### config.mk
export PLATFORM = sky130hd
export DESIGN_NAME = afe_frontend
export DESIGN_NICKNAME = d
export VERILOG_FILES = /design/src/rtl/afe_pkg.sv /design/src/rtl/afe_code_if.sv /design/src/rtl/afe_coder.sv /design/src/rtl/afe_frontend.sv
export SDC_FILE = /design/constraint.sdc
export NUM_CORES = 1
export LEC_CHECK = 0
export ABC_AREA = 1
export BUFFER_PORTS_ARGS = -buffer_cell sky130_fd_sc_hd__clkbuf_2
export CAP_MARGIN = 10
export CORE_MARGIN = 2
export CORE_UTILIZATION = 40
export CTS_CLUSTER_DIAMETER = 120
export DETAILED_ROUTE_END_ITERATION = 10
export MAX_ROUTING_LAYER = met4
export PLACE_DENSITY = 0.65
export SLEW_MARGIN = 20
export SYNTH_ARGS = -nofsm -noshare
export SYNTH_HDL_FRONTEND = slang
export SYNTH_SLANG_ARGS = --single-unit
### constraint.sdc
create_clock -name i_sys_clk -period 2.12 [get_ports i_sys_clk]
set_input_delay 0.212 -clock i_sys_clk [delete_from_list [all_inputs] [get_ports i_sys_clk]]
set_output_delay 0.212 -clock i_sys_clk [all_outputs]
set_load 0.02 [all_outputs]
### src/rtl/afe_pkg.sv
package afe_pkg;

  // register offsets (byte addresses)
  localparam logic [7:0]  ADDR_CFG      = 8'h00;
  localparam logic [7:0]  ADDR_EXC      = 8'h04;
  localparam logic [7:0]  ADDR_STATUS   = 8'h08;
  localparam logic [7:0]  ADDR_RESULT   = 8'h0C;

  // configuration register fields
  localparam int          CFG_W         = 11;
  localparam int          CFG_BUF_EN    = 0;
  localparam int          CFG_GAIN_LSB  = 1;
  localparam int          CFG_GAIN_MSB  = 3;
  localparam int          CFG_UNIPOLAR  = 4;
  localparam int          CFG_BURNOUT   = 5;
  localparam int          CFG_BIAS_LOW  = 6;
  localparam int          CFG_BIAS_HIGH = 7;
  localparam int          CFG_BOOST     = 8;
  localparam int          CFG_REF_INT   = 9;
  localparam int          CFG_WIDE      = 10;
  localparam logic [10:0] CFG_RST       = 11'h401;

  // excitation register fields
  localparam int          EXC_W         = 3;
  localparam int          EXC_DIR       = 0;
  localparam int          EXC_MAG_LSB   = 1;
  localparam int          EXC_MAG_MSB   = 2;
  localparam logic [2:0]  EXC_RST       = 3'h0;
  localparam logic [1:0]  EXC_MAG_OFF   = 2'h0;
  localparam logic [1:0]  EXC_MAG_10UA  = 2'h1;
  localparam logic [1:0]  EXC_MAG_210UA = 2'h2;
  localparam logic [1:0]  EXC_MAG_1MA   = 2'h3;

  // bias control codes
  localparam logic [1:0]  BIAS_OFF      = 2'h0;
  localparam logic [1:0]  BIAS_IN1      = 2'h1;
  localparam logic [1:0]  BIAS_IN2      = 2'h2;

  // status register fields
  localparam int          ST_BUSY       = 0;
  localparam int          ST_BUF_ON     = 1;
  localparam int          ST_INAMP_ON   = 2;
  localparam int          ST_DIRECT     = 3;
  localparam int          ST_ONES_LSB   = 8;
  localparam int          ST_ONES_MSB   = 13;

  // gain codes: code k selects gain 2**k
  localparam logic [2:0]  GAIN_CODE_X2  = 3'h1;
  localparam logic [2:0]  GAIN_CODE_X4  = 3'h2;

  // result widths
  localparam int          RES_W_WIDE    = 24;
  localparam int          RES_W_NARROW  = 16;

  // serial reset pattern
  localparam logic [5:0]  ONES_RESET    = 6'h20;

  // timing
  localparam int          CLK_MHZ       = 40;
  localparam int          RST_WAIT_US   = 500;
  localparam int          RST_WAIT_CYC  = RST_WAIT_US * CLK_MHZ;
  localparam int          WAIT_W        = 15;

  typedef enum logic [1:0] {
    AFE_RUN  = 2'b01,
    AFE_HOLD = 2'b10
  } afe_state_t;

endpackage

### src/rtl/afe_code_if.sv
`timescale 1ns/1ps
interface afe_code_if;
  logic        sample_valid;
  logic [23:0] sample;
  logic        unipolar;
  logic        narrow;
  logic        dig_x2;
  logic        result_valid;
  logic [23:0] result;

  modport ctl (output sample_valid, output sample, output unipolar, output narrow, output dig_x2,
               input result_valid, input result);
  modport cod (input sample_valid, input sample, input unipolar, input narrow, input dig_x2,
               output result_valid, output result);
endinterface

### src/rtl/afe_coder.sv
`timescale 1ns/1ps
module afe_coder
  import afe_pkg::*;
(
  // clock and reset
  input  wire logic   i_sys_clk,
  input  wire logic   i_rst,
  // sample in, coded word out
  afe_code_if.cod     cif
);

  typedef struct packed {
    logic        valid;
    logic [23:0] word;
  } afe_cod_t;

  afe_cod_t    cod_r;
  afe_cod_t    cod_nxt;
  logic [23:0] gained;
  logic [23:0] coded;

  always_comb begin
    cod_nxt = cod_r;
    gained  = cif.sample;
    // gains 1 and 2 are applied here, with saturation
    if (cif.dig_x2) begin
      if (cif.sample[23] != cif.sample[22]) begin
        gained = cif.sample[23] ? 24'h800000 : 24'h7FFFFF;
      end else begin
        gained = {cif.sample[22:0], 1'b0};
      end
    end
    if (cif.unipolar) begin
      // straight binary: negative clamps to zero, full scale to all ones
      coded = gained[23] ? 24'h000000 : {gained[22:0], &gained[22:0]};
    end else begin
      coded = {~gained[23], gained[22:0]};
    end
    cod_nxt.valid = cif.sample_valid;
    if (cif.sample_valid) begin
      // narrow variant keeps the upper bits, right aligned
      cod_nxt.word = cif.narrow ? {8'h00, coded[23:8]} : coded;
    end
  end

  always_ff @(posedge i_sys_clk) begin
    if (i_rst) begin
      cod_r <= '0;
    end else begin
      cod_r <= cod_nxt;
    end
  end

  assign cif.result_valid = cod_r.valid;
  assign cif.result       = cod_r.word;
endmodule // afe_coder

### src/rtl/afe_frontend.sv
`timescale 1ns/1ps
// Operation
// - buffer enable one routes selected input through the buffer amplifier.
// - buffer enable zero at gain 1 or 2 connects input straight to modulator.
// - gains above 2 force the buffer on regardless of the enable bit.
// - gain 4 and above enables the in-amp, fed from the buffer.
// - gains 1 and 2 are applied digitally, not by the in-amp.
// - three-bit gain field selects 1, 2, 4, 8, 16, 32, 64 or 128.
// - polarity bit picks unipolar or bipolar and sets the output coding.
// - unipolar results are straight binary, zero to all ones.
// - bipolar results are offset binary, midscale one followed by zeros.
// - result word is 16 bits narrow or 24 bits wide.
// - burnout bit switches both burnout sources together; zero turns them off.
// - excitation bits enable, steer to one pin and set 10uA/210uA/1mA.
// - bias field with boost decides which negative input is driven to mid supply.
// - boost one raises bias drive current for faster power-up.
// - reference select picks internal or external; internal stays off the pins.
// - 32 ones on serial input reset logic, filter, modulator and registers.
// - the same full reset happens at power-up.
// - reset pattern is data high for 32 consecutive serial clocks.
// - after reset the serial interface expects a communications write next.
module afe_frontend
  import afe_pkg::*;
#(
  parameter int RST_WAIT = RST_WAIT_CYC
)(
  // clock and reset
  input  wire logic        i_sys_clk,
  input  wire logic        i_rst,
  // register port
  input  wire logic [7:0]  i_addr,
  input  wire logic [31:0] i_wdata,
  input  wire logic        i_wr,
  input  wire logic        i_rd,
  output logic      [31:0] o_rdata,
  // serial pins
  input  wire logic        i_sclk,
  input  wire logic        i_din,
  // samples from the filter
  input  wire logic        i_sample_valid,
  input  wire logic [23:0] i_sample,
  // coded results
  output logic             o_result_valid,
  output logic      [23:0] o_result,
  // input path controls
  output logic             o_buffer_on,
  output logic             o_mod_direct,
  output logic             o_inamp_on,
  output logic      [2:0]  o_gain_select,
  output logic             o_digital_x2,
  // sensor currents and bias
  output logic             o_burnout_source,
  output logic             o_burnout_sink,
  output logic             o_excitation_pin_one,
  output logic             o_excitation_pin_two,
  output logic      [1:0]  o_excitation_mag,
  output logic             o_bias_input_negative_one,
  output logic             o_bias_input_negative_two,
  output logic             o_bias_boost,
  // reference
  output logic             o_ref_internal,
  output logic             o_ref_pins_connect,
  // reset outputs
  output logic             o_core_reset,
  output logic             o_iface_expect_comms,
  output logic             o_reset_busy
);

  typedef struct packed {
    logic [1:0]          sclk_sy;
    logic                sclk_d;
    logic [1:0]          din_sy;
    logic [5:0]          ones;
    logic [CFG_W-1:0]    cfg;
    logic [EXC_W-1:0]    exc;
    afe_state_t          st;
    logic [WAIT_W-1:0]   wait_cnt;
    logic                core_rst;
    logic [31:0]         rdata;
    logic [23:0]         last_result;
  } afe_fe_t;

  localparam logic [WAIT_W-1:0] WAIT_LOAD = WAIT_W'(RST_WAIT);

  afe_fe_t     fe_r;
  afe_fe_t     fe_nxt;
  afe_code_if  cif ();

  logic        sclk_rise;
  logic        serial_reset;
  logic [2:0]  gain_code;
  logic        gain_high;
  logic        buf_on;

  assign gain_code    = fe_r.cfg[CFG_GAIN_MSB:CFG_GAIN_LSB];
  assign gain_high    = gain_code >= GAIN_CODE_X4;
  assign buf_on       = fe_r.cfg[CFG_BUF_EN] | gain_high;
  // only the second synchroniser flop is looked at
  assign sclk_rise    = fe_r.sclk_sy[1] & ~fe_r.sclk_d;
  assign serial_reset = sclk_rise && fe_r.din_sy[1] && fe_r.ones == ONES_RESET - 6'h01;

  always_comb begin
    fe_nxt          = fe_r;
    fe_nxt.core_rst = 1'b0;
    fe_nxt.sclk_sy  = {fe_r.sclk_sy[0], i_sclk};
    fe_nxt.sclk_d   = fe_r.sclk_sy[1];
    fe_nxt.din_sy   = {fe_r.din_sy[0], i_din};
    fe_nxt.rdata    = 32'h00000000;

    // consecutive ones on the serial input, saturating so a held line fires once
    if (sclk_rise) begin
      if (!fe_r.din_sy[1]) begin
        fe_nxt.ones = 6'h00;
      end else if (fe_r.ones != ONES_RESET) begin
        fe_nxt.ones = fe_r.ones + 6'h01;
      end
    end

    if (cif.result_valid) begin
      fe_nxt.last_result = cif.result;
    end

    if (i_wr) begin
      case (i_addr)
        ADDR_CFG: begin
          fe_nxt.cfg = i_wdata[CFG_W-1:0];
        end
        ADDR_EXC: begin
          fe_nxt.exc = i_wdata[EXC_W-1:0];
        end
        default: begin
        end
      endcase
    end

    if (i_rd) begin
      case (i_addr)
        ADDR_CFG: begin
          fe_nxt.rdata = {21'h000000, fe_r.cfg};
        end
        ADDR_EXC: begin
          fe_nxt.rdata = {29'h00000000, fe_r.exc};
        end
        ADDR_STATUS: begin
          fe_nxt.rdata[ST_BUSY]                 = fe_r.st == AFE_HOLD;
          fe_nxt.rdata[ST_BUF_ON]               = buf_on;
          fe_nxt.rdata[ST_INAMP_ON]             = gain_high;
          fe_nxt.rdata[ST_DIRECT]               = ~buf_on;
          fe_nxt.rdata[ST_ONES_MSB:ST_ONES_LSB] = fe_r.ones;
        end
        ADDR_RESULT: begin
          fe_nxt.rdata = {8'h00, fe_r.last_result};
        end
        default: begin
          fe_nxt.rdata = 32'h00000000;
        end
      endcase
    end

    // hold-off timer after any reset, shown as busy
    case (fe_r.st)
      AFE_RUN: begin
      end
      AFE_HOLD: begin
        if (fe_r.wait_cnt <= WAIT_W'(1)) begin
          fe_nxt.st       = AFE_RUN;
          fe_nxt.wait_cnt = '0;
        end else begin
          fe_nxt.wait_cnt = fe_r.wait_cnt - WAIT_W'(1);
        end
      end
      default: begin
        fe_nxt.st = AFE_RUN;
      end
    endcase

    // the ones pattern outranks a register write in the same cycle
    if (serial_reset) begin
      fe_nxt.cfg         = CFG_RST;
      fe_nxt.exc         = EXC_RST;
      fe_nxt.last_result = 24'h000000;
      fe_nxt.core_rst    = 1'b1;
      fe_nxt.st          = AFE_HOLD;
      fe_nxt.wait_cnt    = WAIT_LOAD;
    end
  end

  always_ff @(posedge i_sys_clk) begin
    if (i_rst) begin
      fe_r          <= '0;
      fe_r.cfg      <= CFG_RST;
      fe_r.exc      <= EXC_RST;
      fe_r.st       <= AFE_HOLD;
      fe_r.wait_cnt <= WAIT_LOAD;
      fe_r.core_rst <= 1'b1;
      // serial clock idles high; matching it here keeps a false edge out after reset
      fe_r.sclk_sy  <= 2'h3;
      fe_r.sclk_d   <= 1'b1;
    end else begin
      fe_r <= fe_nxt;
    end
  end

  // result coding
  assign cif.sample_valid = i_sample_valid;
  assign cif.sample       = i_sample;
  assign cif.unipolar     = fe_r.cfg[CFG_UNIPOLAR];
  assign cif.narrow       = ~fe_r.cfg[CFG_WIDE];
  assign cif.dig_x2       = gain_code == GAIN_CODE_X2;

  afe_coder u_coder (
    .i_sys_clk (i_sys_clk),
    .i_rst     (i_rst),
    .cif       (cif)
  );

  assign o_rdata                   = fe_r.rdata;
  assign o_result_valid            = cif.result_valid;
  assign o_result                  = cif.result;
  assign o_buffer_on               = buf_on;
  assign o_mod_direct              = ~buf_on;
  assign o_inamp_on                = gain_high;
  assign o_gain_select             = gain_code;
  assign o_digital_x2              = cif.dig_x2;
  assign o_burnout_source          = fe_r.cfg[CFG_BURNOUT];
  assign o_burnout_sink            = fe_r.cfg[CFG_BURNOUT];
  assign o_excitation_mag          = fe_r.exc[EXC_MAG_MSB:EXC_MAG_LSB];
  assign o_excitation_pin_one      = o_excitation_mag != EXC_MAG_OFF && !fe_r.exc[EXC_DIR];
  assign o_excitation_pin_two      = o_excitation_mag != EXC_MAG_OFF && fe_r.exc[EXC_DIR];
  assign o_bias_input_negative_one = fe_r.cfg[CFG_BIAS_HIGH:CFG_BIAS_LOW] == BIAS_IN1;
  assign o_bias_input_negative_two = fe_r.cfg[CFG_BIAS_HIGH:CFG_BIAS_LOW] == BIAS_IN2;
  // boost only matters while the generator drives a terminal
  assign o_bias_boost              = fe_r.cfg[CFG_BOOST]
                                     & (o_bias_input_negative_one | o_bias_input_negative_two);
  assign o_ref_internal            = fe_r.cfg[CFG_REF_INT];
  assign o_ref_pins_connect        = ~fe_r.cfg[CFG_REF_INT];
  assign o_core_reset              = fe_r.core_rst;
  assign o_iface_expect_comms      = fe_r.core_rst;
  assign o_reset_busy              = fe_r.st == AFE_HOLD;
endmodule // afe_frontend

==> summary.txt <==
Outcome
  – Status: finished clean

Power and ir drop
  – Power per cell area: 818 nW/µm²
  – Logic pwr share: 10.3%
  – Cell-internal power: 0.00425 W
  – Leak: 3.32 nW
  – Clock share of power: 48.4%
  – NetSw: 0.00141 W
  – Max VDD drop: 0.000551 V
  – Sw frac: 24.9%
  – Sequential share of power: 41.3%

Drt
  – Routed WL per cell: 13.4 µm
  – Drt first pass iters: 5
  – Via count: 5363
  – Starting DRC count in detailed routing: 415
  – Drc violations: 0
  – DR vias/cell: 4.78
  – Final wirelength: 15000 µm
  – Remaining antenna violation count: 0

Synthesis
  – Dominant synthesized flop cell: dfxtp_1
  – Yosys reg bits: 116
  – Top cells by area, synth: dfxtp_1, nand2_1, nor2_1
  – Avg Inst Size Synth: 6.91 µm²
  – Synth area leader: dfxtp_1
  – Post-synth top cells: nand2_1, dfxtp_1, nor2_1
  – Synth Cell Area: 5740 µm²
  – Async SR Flop Fraction: 0%
  – Synth Instances: 831
  – Register area share after synthesis: 40.5%
  – Post-synth top area share: 40.5%
  – Post-synth EDFFs: 0
  – YS warnings: 0
  – Unique masters post-synth: 39
  – Count leader, synth: nand2_1

Timing
  – Slew HR: 63.6%
  – Worst slew pin tran: 0.545 ns
  – Fmax achieved: 517 MHz
  – RSZ-0062 raised after global routing: false
  – Hold_ws: 0.0680 ns
  – Final setup viols: 0
  – Fin. Hold Viols: 0
  – Final Critical Period: 1.94 ns
  – Final Cycle Share: 91.3%
  – Final Max Tran Viols: 0
  – Final Skew: 0.00728 ns
  – Final TNS setup: 0 ns

Placement
  – Post-DP HPWL: 11200 µm
  – Post-DP Area: 6320 µm²
  – RD Place Congestion: 0.919
  – Port bufs: 119
  – Placed insts: 1090

Clock network
  – Clk slew on worst S/H paths: 0.05 ns
  – # clock sinks: 116
  – TritonCTS buffer count: 17
  – Clock buffer depth: 2
  – CTS tree: built
  – Clk Latency, worst-skew pair: 0.41 ns
  – H-tree levels: 4
  – Root Driver: clkbuf_16

Critical path
  – Crit. Startpoint: o_gain_select[1]
  – CP max FO: 16
  – Largest delay share family, worst path: simple AND/OR/NAND/NOR gates
  – Crit path DAT: 2.28 ns
  – Reg2Reg Depth: 12
  – Critical path buffer and inverter count: 1
  – Crit Path Class: flop to flop
  – CP required: 2.47 ns
  – Reg2reg setup slack: 0.18 ns
  – Crit path to: u_coder.cif.result[0]
  – Startpoint Class: flop
  – Crit Reg-Reg Endpoint: u_coder.cif.result[0]
  – R2r startpoint: o_gain_select[1]
  – Worst path cell trace: nor2_4 -> nand2_2 -> buf_4 -> o21ai_1 -> nand2_1 -> nor2_1 -> nand2_1 -> nor2_1 -> nand2_1 -> nand2_1 -> nand2_1 -> a21oi_2
  – CP max-delay cell: dfxtp_1
  – CP most frequent cell: nand2_1
  – Number of cells on the critical path: 12
  – Worst Setup End Kind: flop
  – Largest stage delay, worst path: 0.34 ns

Job
  – Max_cap viols: 0

Die
  – Initial core utilization: 41.2%
  – Area of the die: 15300 µm²
  – Die Span Y: 124 µm
  – Num ports: 149
  – Core ar.: 13900 µm²
  – Row cnt: 43
  – Die W: 124 µm

Global route
  – Initial antenna violation count: 0
  – Global-route wire length before repair: 23900 µm
  – Pin count of the biggest net entering global routing: 26
  – Congestion Overflow GR: 0
  – Vias in the first global route: 4810
  – GRT Resource Usage Total: 20.9%

Layout
  – Final #Nets: 1011
  – Antenna diode count: 0
  – Layout Cells excl Fill: 1122
  – Share of cells above drive strength 1: 19.3%
  – Post-route cell area: 6920 µm²
  – Area growth syn-to-layout: 20.5%
  – Layout fillers: 1434

Worst hold path
  – Worst Hold Class: input pin to flop
how the worst min path moves through the flow:
stage,to,depth (start not counted),startpoint,slack (ns)
after floorplan,fe_nxt[98],1,i_sclk,0.32
after global placement,fe_nxt[96],1,fe_nxt[98],0.39
after detailed placement,fe_nxt[96],1,fe_nxt[98],0.40
after CTS,fe_r[87],3,i_wdata[10],0.05
after global routing,fe_r[74],3,i_wdata[0],0.08
final,fe_r[74],3,i_wdata[0],0.07
metal layers:
| metal | wire [µm] | global-route usage (%) | part of all wire [%] | vias up |
|---|---|---|---|---|
| li1 | - | - | - | 2800 |
| met1 | 7000 | 26.4 | 47 | 2363 |
| met2 | 6590 | 32.6 | 44 | 182 |
| met3 | 1180 | 6.46 | 7.9 | 18 |
| met4 | 221 | 5.82 | 1.5 | 0 |
| met5 | 0 | - | 0 | - |
sequential cells by signal, indices dropped and copies added, names as in the netlist, 2 cells and up:
register and flops:
o_excitation_mag 2, u_coder.cif.result 24, fe_nxt 3, fe_r 55
o_gain_select 3, o_rdata 24
worst min-delay path, cell delays in order:
cell,delay [ns]
clkbuf_2,0.10
nor2_1,0.05
nor2_1,0.08
power by group through the flow:
| stage | sequential (W) | clock [W] | combinational [W] |
|---|---|---|---|
| final | 0.00234 | 0.00274 | 0.000584 |
| after global routing | 0.00234 | 0.00290 | 0.000664 |
| after CTS | 0.00233 | 0.00279 | 0.000588 |
| after detailed placement | 0.00238 | 0 | 0.000580 |
| after global placement | 0.00238 | 0 | 0.000574 |
| after floorplan | 0.00239 | 0 | 0.000390 |
area by class of cell:
class                           instances  area, µm²  area share (%)
Multi-Input combinational cell        546       2600            37.5
Sequential cell                       116       2320            33.6
Timing Repair Buffer                  142        798            11.5
Clock buffer                           21        460            6.66
Inverter                              108        408            5.90
Tap cell                              180        225            3.26
Clock inverter                          9        106            1.54
through the flow:
step           utilization, %  power (W)  worst slack, ns
6_report                 49.6    0.00566            0.185
3_5_place_dp             45.4    0.00296           0.0956
3_3_place_gp             45.4    0.00295            0.114
4_1_cts                  49.6    0.00571            0.109
2_1_floorplan               -    0.00278            0.479
5_1_grt                  49.6    0.00591          0.00513
cells by family after synthesis:
family | synth area share, %
AO/OA/AOI/OAI | 16.1
XOR/XNOR | 1.98
adder cells (fa/ha/maj) | 1.96
buffers and inverters | 14.8
flip-flops | 40.5
other | 0.0653
AND/OR/NAND/NOR | 24.6
cell usage in the layout, fill, tap and decap left out, types with 3 or more instances in the layout:
master / netlist / routed
o21ai_0: 51 / 51
clkinv_2: 0 / 3
clkbuf_2: 0 / 119
nor3b_1: 3 / 3
inv_1: 100 / 100
nor4_1: 3 / 3
xnor2_1: 4 / 4
nor2_2: 4 / 3
clkbuf_16: 0 / 17
a211oi_1: 3 / 3
dfxtp_1: 116 / 116
a21oi_1: 55 / 55
o221ai_1: 3 / 3
o22ai_1: 17 / 17
xor2_1: 9 / 9
nand4_1: 4 / 4
nor3_1: 5 / 5
ha_1: 9 / 9
nor2_1: 102 / 102
a22oi_1: 3 / 3
o211ai_1: 10 / 10
o21ai_1: 8 / 8
or2_2: 3 / 3
o31ai_1: 5 / 5
conb_1: 1 / 8
clkinv_1: 5 / 5
nand3_1: 17 / 17
nand2_1: 209 / 209
buf_4: 41 / 19
clkinvlp_4: 0 / 3
timing repair:
item	4_1_cts	5_1_grt
hold endpoints to repair	2	0
gates resized for setup	0	1
hold buffers	2	0
buffers inserted	0	0
endpoints found under the setup margin	0	1
Note: power is estimated with default switching activity, not from simulation.
